### src/ssfs_pkg.sv
// shared constants for the serial port fifo, status and data window block
package ssfs_pkg;

   localparam int WORD_W     = 16;
   localparam int FIFO_DEPTH = 8;
   localparam int LVL_W      = 4;
   localparam int ADDR_W     = 12;

   // byte addresses of the registers
   localparam logic [11:0] ADR_CTRL_ZERO = 12'h800;
   localparam logic [11:0] ADR_CTRL_ONE  = 12'h804;
   localparam logic [11:0] ADR_STATUS    = 12'h810;
   localparam logic [11:0] ADR_ITEST     = 12'h814;
   localparam logic [11:0] ADR_WIN_LO    = 12'h840;
   localparam logic [11:0] ADR_WIN_HI    = 12'h87c;

   // control register zero fields
   localparam int CR0_WSS_LSB = 0;
   localparam int CR0_FRF_LSB = 4;
   localparam int CR0_EN_BIT  = 7;

   // control register one fields
   localparam int CR1_RIM_BIT = 0;
   localparam int CR1_TIM_BIT = 1;
   localparam int CR1_LBM_BIT = 2;
   localparam int CR1_SPO_BIT = 3;
   localparam int CR1_SPH_BIT = 4;
   localparam int CR1_TFT_LSB = 7;
   localparam int CR1_RFT_LSB = 11;

   // status register fields, the same positions serve the test register
   localparam int SR_TNF_BIT = 2;
   localparam int SR_RNE_BIT = 3;
   localparam int SR_BSY_BIT = 4;
   localparam int SR_TFS_BIT = 5;
   localparam int SR_RFS_BIT = 6;
   localparam int SR_ROR_BIT = 7;
   localparam int SR_TFL_LSB = 8;
   localparam int SR_RFL_LSB = 12;

   // reset values
   localparam logic [3:0] THR_RESET = 4'h7;
   localparam logic [3:0] WSS_RESET = 4'h0;
   localparam logic [1:0] FRF_RESET = 2'h0;

   localparam logic [1:0] FRF_THREE_WIRE = 2'h2;
   localparam logic [4:0] THREE_WIRE_TX_BITS = 5'h08;
   localparam logic [4:0] FULL_WORD_BITS = 5'h10;

   typedef enum logic {LK_IDLE, LK_SHIFT} ssfs_link_st_t;

endpackage : ssfs_pkg

### src/ssfs_fifo.sv
// small first-in first-out store with registered read word and level count
`timescale 1ns/1ps
module ssfs_fifo #(
   parameter int W     = 16,
   parameter int DEPTH = 8,
   parameter int LW    = 4
) (
   input  wire logic          core_clk,
   input  wire logic          nrst,
   input  wire logic          clear,
   input  wire logic          push,
   input  wire logic [W-1:0]  wdata,
   input  wire logic          pop,
   output logic      [W-1:0]  rdata,
   output logic      [LW-1:0] level
);
   localparam int PW = $clog2(DEPTH);

   typedef struct packed {
      logic [DEPTH-1:0][W-1:0] mem;
      logic [PW-1:0]           rp;
      logic [PW-1:0]           wp;
      logic [LW-1:0]           lvl;
      logic [W-1:0]            rd;
   } ssfs_fifo_st_t;

   ssfs_fifo_st_t s;
   ssfs_fifo_st_t next_s;
   logic          do_push;
   logic          do_pop;

   function automatic logic [PW-1:0] ptr_inc(input logic [PW-1:0] p);
      ptr_inc = (p == PW'(DEPTH - 1)) ? '0 : p + 1'b1;
   endfunction : ptr_inc

   always_comb begin
      next_s  = s;
      do_push = push & (s.lvl != LW'(DEPTH));
      do_pop  = pop & (s.lvl != '0);
      if (clear) begin
         next_s.rp  = '0;
         next_s.wp  = '0;
         next_s.lvl = '0;
      end else begin
         if (do_push) begin
            next_s.mem[s.wp] = wdata;
            next_s.wp        = ptr_inc(s.wp);
         end
         if (do_pop) begin
            next_s.rp = ptr_inc(s.rp);
         end
         if (do_push && !do_pop) begin
            next_s.lvl = s.lvl + 1'b1;
         end else if (do_pop && !do_push) begin
            next_s.lvl = s.lvl - 1'b1;
         end
      end
      // bypass so a word pushed into an empty store is readable next cycle
      if (!clear && do_push && (s.wp == next_s.rp)) begin
         next_s.rd = wdata;
      end else begin
         next_s.rd = s.mem[next_s.rp];
      end
   end

   always_ff @(posedge core_clk) begin
      if (!nrst) begin
         s <= '0;
      end else begin
         s <= next_s;
      end
   end

   assign rdata = s.rd;
   assign level = s.lvl;
endmodule : ssfs_fifo

### src/ssfs_link_shift.sv
// serial word shifter driven by an externally supplied link clock
`timescale 1ns/1ps
module ssfs_link_shift (
   input  wire logic        core_clk,
   input  wire logic        nrst,
   input  wire logic        enable,
   input  wire logic        loopback,
   input  wire logic [4:0]  rx_bits,
   input  wire logic [4:0]  tx_bits,
   input  wire logic        tx_empty,
   input  wire logic [15:0] tx_word,
   input  wire logic        link_clk,
   input  wire logic        link_frame_n,
   input  wire logic        link_rxd,
   output logic             link_txd,
   output logic             busy,
   output logic             tx_pop,
   output logic             rx_push,
   output logic [15:0]      rx_word
);
   typedef struct packed {
      logic [2:0]             m1;
      logic [2:0]             m2;
      logic                   clk_d;
      ssfs_pkg::ssfs_link_st_t st;
      logic [15:0]            tsh;
      logic [15:0]            rsh;
      logic [4:0]             cnt;
      logic                   txd;
      logic                   pop;
      logic                   push;
      logic [15:0]            rw;
      logic                   have;
      logic                   reload;
   } ssfs_link_t;

   ssfs_link_t s;
   ssfs_link_t next_s;
   logic       rise;
   logic       fall;
   logic       active;
   logic       rxbit;

   // unused upper bits are dropped, the word leaves msb first
   function automatic logic [15:0] align(input logic [15:0] w, input logic [4:0] bits);
      align = w << (ssfs_pkg::FULL_WORD_BITS - bits);
   endfunction : align

   function automatic logic [15:0] low_mask(input logic [4:0] bits);
      low_mask = 16'hffff >> (ssfs_pkg::FULL_WORD_BITS - bits);
   endfunction : low_mask

   always_comb begin
      next_s       = s;
      next_s.m1    = {link_clk, link_frame_n, link_rxd};
      next_s.m2    = s.m1;
      next_s.clk_d = s.m2[2];
      next_s.pop   = 1'b0;
      next_s.push  = 1'b0;
      rise   = s.m2[2] & ~s.clk_d;
      fall   = ~s.m2[2] & s.clk_d;
      active = enable & ~s.m2[1];
      rxbit  = loopback ? s.txd : s.m2[0];
      case (s.st)
         ssfs_pkg::LK_IDLE: begin
            next_s.cnt    = '0;
            next_s.reload = 1'b0;
            if (active) begin
               // the head word leaves the fifo only once rx_bits bits have been clocked, so a cut
               // frame leaves it in place to be sent again
               next_s.st   = ssfs_pkg::LK_SHIFT;
               next_s.tsh  = tx_empty ? 16'h0000 : align(tx_word, tx_bits);
               next_s.have = ~tx_empty;
            end
         end
         ssfs_pkg::LK_SHIFT: begin
            if (!active) begin
               next_s.st  = ssfs_pkg::LK_IDLE;
               next_s.cnt = '0;
            end else if (rise) begin
               next_s.rsh = {s.rsh[14:0], rxbit};
               if (s.cnt == rx_bits - 5'h01) begin
                  next_s.push   = 1'b1;
                  next_s.rw     = next_s.rsh & low_mask(rx_bits);
                  next_s.cnt    = '0;
                  next_s.pop    = s.have;
                  next_s.have   = 1'b0;
                  next_s.reload = 1'b1;
               end else begin
                  next_s.cnt = s.cnt + 5'h01;
               end
            end else if (fall && s.reload) begin
               // next word replaces the shift at the fall that ends the last bit
               next_s.tsh    = tx_empty ? 16'h0000 : align(tx_word, tx_bits);
               next_s.have   = ~tx_empty;
               next_s.reload = 1'b0;
            end else if (fall) begin
               next_s.tsh = {s.tsh[14:0], 1'b0};
            end
         end
         default: begin
            next_s.st = ssfs_pkg::LK_IDLE;
         end
      endcase
      next_s.txd = next_s.tsh[15];
   end

   always_ff @(posedge core_clk) begin
      if (!nrst) begin
         s <= '0;
      end else begin
         s <= next_s;
      end
   end

   assign link_txd = s.txd;
   assign busy     = (s.st == ssfs_pkg::LK_SHIFT);
   assign tx_pop   = s.pop;
   assign rx_push  = s.push;
   assign rx_word  = s.rw;

endmodule : ssfs_link_shift

### src/ssfs_top.sv
// fifo, data window, status and interrupt request logic of the serial port
// Notes on behaviour
// - tx threshold field, four bits, resets to 0111, holds threshold minus one.
// - rx threshold field, four bits, resets to 0111, holds threshold minus one.
// - data window spans word addresses, 32-bit transfers, low 16 bits carry data.
// - window write pushes tx fifo, read pops rx fifo; full tx drops writes.
// - short words are right-justified both ways; unused upper tx bits ignored.
// - three-wire format sends eight bits; receive width follows word size.
// - both fifos empty on reset and when port enable is written zero.
// - status bit 2 shows tx fifo has room; no interrupt.
// - status bit 3 shows rx fifo holds data; no interrupt.
// - status bit 4 shows a frame in progress; clear when idle or disabled.
// - status bit 5 set when tx level at or below threshold; maskable request.
// - status bit 6 set when rx level at or above threshold; maskable request.
// - status bit 7 sticky on receive into full fifo; word dropped; unmasked request.
// - writing one clears the overrun bit and its request; zero leaves it.
// - every interrupt request is a level that follows its status bit.
// - status shows tx level in bits 11:8 and rx level in 15:12.
// - writes to read-only flags are ignored; reserved bits read zero.
// - writing one to a test register bit gives a one-shot strobe.
// - a clear mask blocks the request but the service flag keeps updating.
// - port enable bit 7 resets to zero; one enables the port.
//
// The Avalon-MM slave port was decided locally.
`timescale 1ns/1ps
module ssfs_top #(
   parameter int DEPTH = ssfs_pkg::FIFO_DEPTH
) (
   input  wire logic        core_clk,
   input  wire logic        nrst,
   input  wire logic [11:0] avs_address,
   input  wire logic        avs_read,
   input  wire logic        avs_write,
   input  wire logic [31:0] avs_writedata,
   output logic      [31:0] avs_readdata,
   output logic             avs_waitrequest,
   input  wire logic        link_clk,
   input  wire logic        link_frame_n,
   input  wire logic        link_rxd,
   output logic             link_txd,
   output logic             tx_irq,
   output logic             rx_irq,
   output logic             ror_irq,
   output logic             tx_test_strobe,
   output logic             rx_test_strobe,
   output logic             ror_test_strobe
);
   localparam int LW = ssfs_pkg::LVL_W;

   typedef struct packed {
      logic        ack;
      logic [31:0] rdata;
      logic [3:0]  wss;
      logic [1:0]  frame_format_select;
      logic        en;
      logic        rx_irq_mask;
      logic        tim;
      logic        lbm;
      logic        spo;
      logic        sph;
      logic [3:0]  tx_threshold_field;
      logic [3:0]  rx_threshold_field;
      logic        ror;
      logic [2:0]  strobe;
   } ssfs_regs_t;

   ssfs_regs_t s;
   ssfs_regs_t next_s;

   logic          req;
   logic          wr_now;
   logic          rd_now;
   logic          win_hit;
   logic          fifo_clear;
   logic          tx_push;
   logic          rx_pop;
   logic          rx_ovf;
   logic          tx_not_full;
   logic          rx_not_empty;
   logic          tx_service_request;
   logic          rx_service_request;
   logic [31:0]   status;
   logic [LW-1:0] tx_lvl;
   logic [LW-1:0] rx_lvl;
   logic [15:0]   tx_rd;
   logic [15:0]   rx_rd;
   logic [15:0]   rx_word;
   logic          rx_push;
   logic          tx_pop;
   logic          busy;
   logic [4:0]    rx_bits;
   logic [4:0]    tx_bits;

   function automatic logic in_window(input logic [11:0] a);
      in_window = (a >= ssfs_pkg::ADR_WIN_LO) && (a <= ssfs_pkg::ADR_WIN_HI)
                  && (a[1:0] == 2'h0);
   endfunction : in_window

   // every access takes one wait state, so read data are always registered
   assign req             = avs_read | avs_write;
   assign avs_waitrequest = req & ~s.ack;
   assign wr_now          = s.ack & avs_write;
   assign rd_now          = s.ack & avs_read;
   assign win_hit         = in_window(avs_address);

   assign tx_push    = wr_now & win_hit;
   assign rx_pop     = rd_now & win_hit & rx_not_empty;
   assign fifo_clear = wr_now && (avs_address == ssfs_pkg::ADR_CTRL_ZERO)
                       && !avs_writedata[ssfs_pkg::CR0_EN_BIT];
   assign rx_ovf     = rx_push & (rx_lvl == LW'(DEPTH));

   assign tx_not_full = (tx_lvl != LW'(DEPTH));
   assign rx_not_empty = (rx_lvl != '0);
   // thresholds are stored minus one, so compare against field plus one
   assign tx_service_request = s.en & ({1'b0, tx_lvl} <= ({1'b0, s.tx_threshold_field} + 5'h01));
   assign rx_service_request = s.en & ({1'b0, rx_lvl} >= ({1'b0, s.rx_threshold_field} + 5'h01));

   always_comb begin
      status = 32'h0000_0000;
      status[ssfs_pkg::SR_TNF_BIT] = tx_not_full;
      status[ssfs_pkg::SR_RNE_BIT] = rx_not_empty;
      status[ssfs_pkg::SR_BSY_BIT] = busy;
      status[ssfs_pkg::SR_TFS_BIT] = tx_service_request;
      status[ssfs_pkg::SR_RFS_BIT] = rx_service_request;
      status[ssfs_pkg::SR_ROR_BIT] = s.ror;
      status[ssfs_pkg::SR_TFL_LSB +: 4] = tx_lvl;
      status[ssfs_pkg::SR_RFL_LSB +: 4] = rx_lvl;
   end

   assign rx_bits = {1'b0, s.wss} + 5'h01;
   assign tx_bits = (s.frame_format_select == ssfs_pkg::FRF_THREE_WIRE) ?
                    ssfs_pkg::THREE_WIRE_TX_BITS : rx_bits;

   always_comb begin
      next_s        = s;
      next_s.ack    = req & ~s.ack;
      next_s.strobe = 3'h0;
      if (req && !s.ack && avs_read) begin
         if (avs_address == ssfs_pkg::ADR_CTRL_ZERO) begin
            next_s.rdata = 32'h0000_0000;
            next_s.rdata[ssfs_pkg::CR0_WSS_LSB +: 4] = s.wss;
            next_s.rdata[ssfs_pkg::CR0_FRF_LSB +: 2] = s.frame_format_select;
            next_s.rdata[ssfs_pkg::CR0_EN_BIT]       = s.en;
         end else if (avs_address == ssfs_pkg::ADR_CTRL_ONE) begin
            next_s.rdata = 32'h0000_0000;
            next_s.rdata[ssfs_pkg::CR1_RIM_BIT]      = s.rx_irq_mask;
            next_s.rdata[ssfs_pkg::CR1_TIM_BIT]      = s.tim;
            next_s.rdata[ssfs_pkg::CR1_LBM_BIT]      = s.lbm;
            next_s.rdata[ssfs_pkg::CR1_SPO_BIT]      = s.spo;
            next_s.rdata[ssfs_pkg::CR1_SPH_BIT]      = s.sph;
            next_s.rdata[ssfs_pkg::CR1_TFT_LSB +: 4] = s.tx_threshold_field;
            next_s.rdata[ssfs_pkg::CR1_RFT_LSB +: 4] = s.rx_threshold_field;
         end else if (avs_address == ssfs_pkg::ADR_STATUS) begin
            next_s.rdata = status;
         end else if (win_hit) begin
            // an empty receive fifo reads as zero and is not popped
            next_s.rdata = rx_not_empty ? {16'h0000, rx_rd} : 32'h0000_0000;
         end else begin
            next_s.rdata = 32'h0000_0000;
         end
      end
      if (wr_now) begin
         if (avs_address == ssfs_pkg::ADR_CTRL_ZERO) begin
            next_s.wss = avs_writedata[ssfs_pkg::CR0_WSS_LSB +: 4];
            next_s.frame_format_select = avs_writedata[ssfs_pkg::CR0_FRF_LSB +: 2];
            next_s.en  = avs_writedata[ssfs_pkg::CR0_EN_BIT];
         end else if (avs_address == ssfs_pkg::ADR_CTRL_ONE) begin
            next_s.rx_irq_mask = avs_writedata[ssfs_pkg::CR1_RIM_BIT];
            next_s.tim = avs_writedata[ssfs_pkg::CR1_TIM_BIT];
            next_s.lbm = avs_writedata[ssfs_pkg::CR1_LBM_BIT];
            next_s.spo = avs_writedata[ssfs_pkg::CR1_SPO_BIT];
            next_s.sph = avs_writedata[ssfs_pkg::CR1_SPH_BIT];
            next_s.tx_threshold_field = avs_writedata[ssfs_pkg::CR1_TFT_LSB +: 4];
            next_s.rx_threshold_field = avs_writedata[ssfs_pkg::CR1_RFT_LSB +: 4];
         end else if (avs_address == ssfs_pkg::ADR_ITEST) begin
            next_s.strobe = {avs_writedata[ssfs_pkg::SR_ROR_BIT],
                             avs_writedata[ssfs_pkg::SR_RFS_BIT],
                             avs_writedata[ssfs_pkg::SR_TFS_BIT]};
         end
      end
      // a new overrun in the clearing cycle wins over the clear
      if (rx_ovf) begin
         next_s.ror = 1'b1;
      end else if (wr_now && (avs_address == ssfs_pkg::ADR_STATUS)
                   && avs_writedata[ssfs_pkg::SR_ROR_BIT]) begin
         next_s.ror = 1'b0;
      end
   end

   always_ff @(posedge core_clk) begin
      if (!nrst) begin
         s     <= '0;
         s.wss <= ssfs_pkg::WSS_RESET;
         s.frame_format_select <= ssfs_pkg::FRF_RESET;
         s.tx_threshold_field <= ssfs_pkg::THR_RESET;
         s.rx_threshold_field <= ssfs_pkg::THR_RESET;
      end else begin
         s <= next_s;
      end
   end

   assign avs_readdata    = s.rdata;
   assign tx_irq          = tx_service_request & s.tim;
   assign rx_irq          = rx_service_request & s.rx_irq_mask;
   assign ror_irq         = s.ror;
   assign tx_test_strobe  = s.strobe[0];
   assign rx_test_strobe  = s.strobe[1];
   assign ror_test_strobe = s.strobe[2];

   ssfs_fifo #(
      .W     (ssfs_pkg::WORD_W),
      .DEPTH (DEPTH),
      .LW    (LW)
   ) u_tx_fifo (
      .core_clk (core_clk),
      .nrst     (nrst),
      .clear    (fifo_clear),
      .push     (tx_push),
      .wdata    (avs_writedata[15:0]),
      .pop      (tx_pop),
      .rdata    (tx_rd),
      .level    (tx_lvl)
   );

   ssfs_fifo #(
      .W     (ssfs_pkg::WORD_W),
      .DEPTH (DEPTH),
      .LW    (LW)
   ) u_rx_fifo (
      .core_clk (core_clk),
      .nrst     (nrst),
      .clear    (fifo_clear),
      .push     (rx_push),
      .wdata    (rx_word),
      .pop      (rx_pop),
      .rdata    (rx_rd),
      .level    (rx_lvl)
   );

   ssfs_link_shift u_link (
      .core_clk     (core_clk),
      .nrst         (nrst),
      .enable       (s.en),
      .loopback     (s.lbm),
      .rx_bits      (rx_bits),
      .tx_bits      (tx_bits),
      .tx_empty     (tx_lvl == '0),
      .tx_word      (tx_rd),
      .link_clk     (link_clk),
      .link_frame_n (link_frame_n),
      .link_rxd     (link_rxd),
      .link_txd     (link_txd),
      .busy         (busy),
      .tx_pop       (tx_pop),
      .rx_push      (rx_push),
      .rx_word      (rx_word)
   );
endmodule : ssfs_top

### config.mk
export PLATFORM = sky130hd
export DESIGN_NAME = ssfs_top
export DESIGN_NICKNAME = d
export VERILOG_FILES = /design/src/ssfs_pkg.sv /design/src/ssfs_fifo.sv /design/src/ssfs_link_shift.sv /design/src/ssfs_top.sv
export SDC_FILE = /design/constraint.sdc
export NUM_CORES = 1
export LEC_CHECK = 0
export BUFFER_PORTS_ARGS = -buffer_cell sky130_fd_sc_hd__buf_4
export CAP_MARGIN = 0
export CORE_MARGIN = 2
export CORE_UTILIZATION = 55
export DETAILED_ROUTE_END_ITERATION = 10
export PLACE_DENSITY_LB_ADDON = 0.25
export SYNTH_ARGS = -nofsm -noshare
export SYNTH_HDL_FRONTEND = slang
export SYNTH_SLANG_ARGS = --single-unit
### constraint.sdc
create_clock -name core_clk -period 4.5 [get_ports core_clk]
set_input_delay 0.225 -clock core_clk [delete_from_list [all_inputs] [get_ports core_clk]]
set_output_delay 0.225 -clock core_clk [all_outputs]
set_load 0.05 [all_outputs]
# Word level (Yosys, flattened, before mapping)
# Cells that the tools add are included.
# totals
wordCells,230
out_inout_bits,40
regBits,430
inputBits,51
# classes
bitwise_logic,31
n_mux,53
eq_ne,22
shifts,2
reduce_logical,46
addsub,15
n_lt_le_gt_ge,10
# op_table
op,n
$bwmux 128,2
$mux 16,15
$bmux 16 s3,2
$demux 16 s3,2
$eq 12x12->1 const B,4
$pmux 17 s2,1
$mux 32,1
$mux 3,8
$mux 21,1
$mux 10,2
$logic_and 1x1->1,19
$mux 19,1
$and 1x1->1,18
$mux 17,1
$and 16x16->16,1
$lt 3x4->1 const B,4
$mux 4,4
$reduce_and 4->1,4
$shl 16x5->16,1
$shr 16x5->16 const A,1
$add 4x1->5 const B,3
$mux 5,3
$add 3x1->3 const B,4
$eq 3x3->1 const B,4
other kinds (34),73

# Logic depth before layout (Yosys ltp)
# logic_depth
depth_word,13
ltp_mapped,14
ltp_nobuf,12

# Hierarchy
# Synthesis repeated with hierarchy kept, for this count alone.
# unflattened
hier_cells,2205
hier_area_um2,20962.6
# modules_own_cells
module,cells_per_inst,seq_area_each_um2,area_per_inst_um2,instances
ssfs_fifo at u_rx_fifo,751,3083.0,7527.2,1
ssfs_fifo at u_tx_fifo,719,3083.0,7225.7,1
ssfs_link_shift,423,1281.2,3672.3,1
ssfs_top,312,820.8,2537.4,1

# Least setup slack after synthesis
# Ideal clock, no wire load.
# synth_path
kind,register to register
startpoint,reg s[19] (netlist name)
endpoint,reg u_link.s[52] (netlist name)
period_less_slack_ps,3319
setup_time_ps,123
n_path_buf,4
arrival_time_ps,3197
setup_slack_ps,1181
stages_incl_launch_ff,14
t_required_ps,4377
path_cell_list,dfxtp_1 nor2b_1 clkbuf_1 nor2_1 buf_2 inv_1 ha_1 clkbuf_1 clkbuf_1 mux4_2 nor3_1 o32ai_1 a21boi_0 o21ai_0
# synth_via
elab_chain_len,9
elab_cells_between_ends,10
cone_classes,add/sub: 1; eq/ne: 1; shift: 1; mux: 7
# synth_lines
item,line_no,rtl
from (decl),ssfs_top.sv:67,ssfs_regs_t s;
from (signal assigned),ssfs_top.sv:198,s <= next_s;
$eq 2x2->1 *,ssfs_top.sv:131,assign tx_bits = (s.frame_format_select == ssfs_pkg::FRF_THREE_WIRE) ?
$mux 5 *,ssfs_top.sv:131,
$sub 5x5->5 *,ssfs_link_shift.sv:46,align = w << (ssfs_pkg::FULL_WORD_BITS - bits);
$shl 16x5->16 *,ssfs_link_shift.sv:46,
$mux 16 *,"ssfs_link_shift.sv:72, ssfs_link_shift.sv:94",
$mux 16,ssfs_link_shift.sv:92,end else if (fall && s.reload) begin
$mux 16,ssfs_link_shift.sv:80,end else if (rise) begin
$mux 32,ssfs_link_shift.sv:77,if (!active) begin
$pmux 17 s2 *,ssfs_link_shift.sv:64,case (s.st)
to (signal assigned),ssfs_link_shift.sv:112,s <= next_s;
to (decl),ssfs_link_shift.sv:37,ssfs_link_t s;
# Mark *: on every way between the ends. The rest lies on a longest branch, timed or not. The select of a mux whose other input is x is not followed.
# A chain may end at the register's enable or synchronous reset.

# Worst setup path after layout
# layout_path
startpoint,reg s[21] (netlist name)
endpoint,reg u_link.s (netlist bit u_link.tx_pop)
# layout_via
elab_chain_len,4
# layout_lines
item,line_no,rtl
$add 4x1->5,ssfs_top.sv:130,"assign rx_bits = {1'b0, s.wss} + 5'h01;"
$sub 5x1->5,ssfs_link_shift.sv:82,if (s.cnt == rx_bits - 5'h01) begin
$eq 5x5->1,ssfs_link_shift.sv:82,
$reduce_and 5->1 (no source line),-,
# No other way between the ends.

==> metrics.cfg <==
[clock_network]
holdBufCountCts = 22
root_buffer = clkbuf_16
clockBufferDepth = 3
cts_tree = done
clk_pin_slew_ns = 0.06
cts_setup_buffers = 0
cts_inserted_buffers = 44
insertion_delay_ns = 0.59
cts_sinks = 413
cts_resized = 0
ctsHtreeMaxLevel = 2

[sta]
finalCritPeriodShare_pct = 86.6
tightest_slew_ns = 1.29
finalCriticalPeriod_ns = 3.90
skew_ns = 0.0321
slew_headroom_pct = 13.2
hold_viol = 0
final_max_slew_viol_count = 0
layout_setup_ws_ns = 0.604
finalSetupTns_ns = 0
hold-worst-slack_ns = 0.0709
rsz0062_at_grt = no
max_freq_ghz = 0.257
finalSetupViolCount = 0

[global_routing]
grt_max_degree = 168
grt_use_met3_pct = 7.12
grtUsageMet2_pct = 48.4
antenna_found_initial = 1
grt_pass1_wl_um = 89100
overflow = 0
use_met1_pct = 42.1
grt_use_total_pct = 31.0
grt-busiest-layer = met2
grt_pass1_vias = 16500

[setup_path]
cp_data_required_time_ns = 4.99
ff2ff_path_depth = 10
cpPeakStageDelay_ns = 0.82
r2r_start = s[21]
worst-path-max-fanout = 33
path_cells = ha_1 > inv_1 > ha_1 > o211a_1 > o21ai_0 > xnor3_1 > nand4b_1 > nand2b_1 > nor2_1 > and2_1
cp_common_cell = ha_1
reg2reg_to = u_link.tx_pop
crit_arrival_ns = 4.39
cp_slowest_cell = nand2b_1
reg2reg_slack_ns = 0.60
crit_buf_inv = 1
worstSetupStartpointType = flip-flop
crit_path_end_kind = flip-flop
cp_top_family = simple AND/OR/NAND/NOR gates
path_class = reg -> reg

[worst_hold_path]
min_from = nrst
min_path_cells = 2
hold_path_end = s[5]
hold_path_class = in -> reg

[yosys]
syn-cell-area_um2 = 19200
postSynthAreaPerCell_um2 = 7.84
yosysWarnings = 0
synth_flop_cell = dfxtp_1
netlist_instances = 2455
ys_ff_latch = 413
async_flop_share_pct = 0
ys_seq_area_share_pct = 43.0
ys_types = 77
synth_edf_count = 0

[place]
postPlaceCellArea_um2 = 19600
numPortBuffers = 58
post-place-ws_ns = 0.676
hpwl_um = 36600
gp_congestion = 0.872

[floorplan]
start_util_pct = 55.7
die_area_um2 = 36500
pin_count = 91
die_x_um = 191
die_y_um = 191
core_um2 = 34500
row_count = 68

[final_layout]
fin_util_pct = 61.7
fin_nets = 2487
final_cell_mix = nand2_1 (688), dfxtp_1 (413), a21oi_1 (336), nor2_1 (111), buf_4 (93)
syn_to_final_growth_pct = 10.7
drive_gt1_share_pct = 9.60
final_common_cell = nand2_1
diodes = 0
final_area_um2 = 21300

[routing]
drc = 0
num_vias = 17600
drt_iter0_drc = 1879
avgRoutedWirePerCell_um = 19.7
firstDrtPassIters = 5
via_per_inst = 6.08
ant_nets = 0
drt_wl_total_um = 57000

[power]
p_leak_nw = 7.42
pwr_density_cell_nw_per_um2 = 355
peakVddDrop_v = 0.000289

[run]
drv_cap = 0

[outcome]
status = complete, no violations

-- registers in the layout, indices dropped and copies added, names as in the netlist --
signal and cells:
avs_readdata 16, ror_irq 1, ror_test_strobe 1, rx_test_strobe 1, s 21, tx_test_strobe 1
u_link.busy 1, u_link.next_s 4, u_link.rx_push 1, u_link.rx_word 16, u_link.s 41, u_link.tx_pop 1
u_rx_fifo.level 4, u_rx_fifo.rdata 16, u_rx_fifo.s 134, u_tx_fifo.level 4, u_tx_fifo.rdata 16, u_tx_fifo.s 134
-- cell families (layout without fill, tap and decap cells) --
family                   Yosys count  after routing  share of synthesized area (%)
AND/OR/NAND/NOR                 1042           1042                           23.2
AO/OA/AOI/OAI                    584            584                           18.3
flip-flops                       413            413                           43.0
buffers and inverters            257            225                           5.77
multiplexers                     104            104                           6.53
adder cells (fa/ha/maj)           33             33                           2.22
XOR/XNOR                          21             21                           1.03
other                              1             16                         0.0195
-- layout make-up --
| class | instances | area [um^2] |
|---|---|---|
| Tap cell | 455 | 569 |
| Inverter | 29 | 116 |
| Multi-Input combinational cell | 1800 | 9990 |
| Sequential cell | 413 | 8270 |
| Timing Repair Buffer | 115 | 918 |
| Clock buffer | 62 | 1250 |
| Clock inverter | 19 | 206 |
| Fill cell | 3032 | 13200 |
-- power by group --
part / total, mW / switching [mW] / leakage (nW) / internal (mW)
Combinational: 0.234 / 0.176 / 3.37 / 0.0581
Sequential: 3.67 / 0.00619 / 3.33 / 3.66
Clock: 3.67 / 1.55 / 0.725 / 2.12
-- cell usage after synthesis, types with 4 or more instances --
cell / number / area, um^2
xor2_1: 8 / 70.1
a21oi_1: 336 / 1680
mux2i_1: 61 / 611
a2bb2oi_1: 5 / 43.8
xnor2_1: 12 / 105
or3_1: 5 / 31.3
buf_1: 11 / 41.3
a22oi_1: 9 / 67.6
nand2_1: 688 / 2580
mux4_2: 14 / 315
buf_2: 12 / 60.1
and2_1: 18 / 113
and3_1: 27 / 169
a311oi_1: 19 / 166
nor3_1: 36 / 180
nor2b_1: 11 / 68.8
nor3b_1: 6 / 45.0
nand3b_1: 12 / 90.1
nor2_1: 112 / 420
nand4_1: 22 / 138
dfxtp_1: 413 / 8270
o22ai_1: 15 / 93.8
a222oi_1: 16 / 160
o211a_1: 4 / 40.0
or2_2: 5 / 31.3
inv_1: 28 / 105
nand2b_1: 13 / 81.3
a21o_1: 7 / 52.6
clkbuf_1: 170 / 638
ha_1: 31 / 388
o21ai_0: 74 / 370
a31oi_1: 4 / 25.0
o211ai_1: 19 / 143
o32a_1: 14 / 140
o21ai_1: 9 / 45.0
a221oi_1: 10 / 87.6
buf_4: 35 / 263
a211oi_1: 11 / 82.6
mux2_2: 28 / 315
nand3_1: 70 / 350
-- worst register-to-register path, stage by stage (launching register included) --
cell and delay, ns:
dfxtp_1 0.57, ha_1 0.34, inv_1 0.12, ha_1 0.36, o211a_1 0.22, o21ai_0 0.44, xnor3_1 0.30, nand4b_1 0.30
nand2b_1 0.82, nor2_1 0.13, and2_1 0.21
-- worst max path at each step --
stage | from | end | slack [ns] | depth (start not counted)
6_report | s[21] | u_link.tx_pop | 0.60 | 10
5_1_grt | s[21] | u_link.rx_word[15] | 0.22 | 10
4_1_cts | s[21] | u_link.tx_pop | 0.65 | 10
3_5_place_dp | s[21] | u_link.tx_pop | 0.68 | 10
3_3_place_gp | s[21] | u_link.rx_word[12] | 0.82 | 11
2_1_floorplan | s[19] | u_link.s[52] | 1.18 | 13
-- per-layer routing --
metal	up-vias	part of all wire, %
met5	-	0
met4	0	3.2
met3	129	9.9
met2	825	44
met1	8359	43
li1	8290	-
-- metrics by stage --
stage,power (mW),cells
3_3_place_gp,3.96,2790
2_1_floorplan,3.91,2470
3_5_place_dp,3.97,2790
4_1_cts,7.60,2893
6_report,7.57,2893
5_1_grt,7.78,2893
Note: power is estimated with default switching activity, not from simulation.
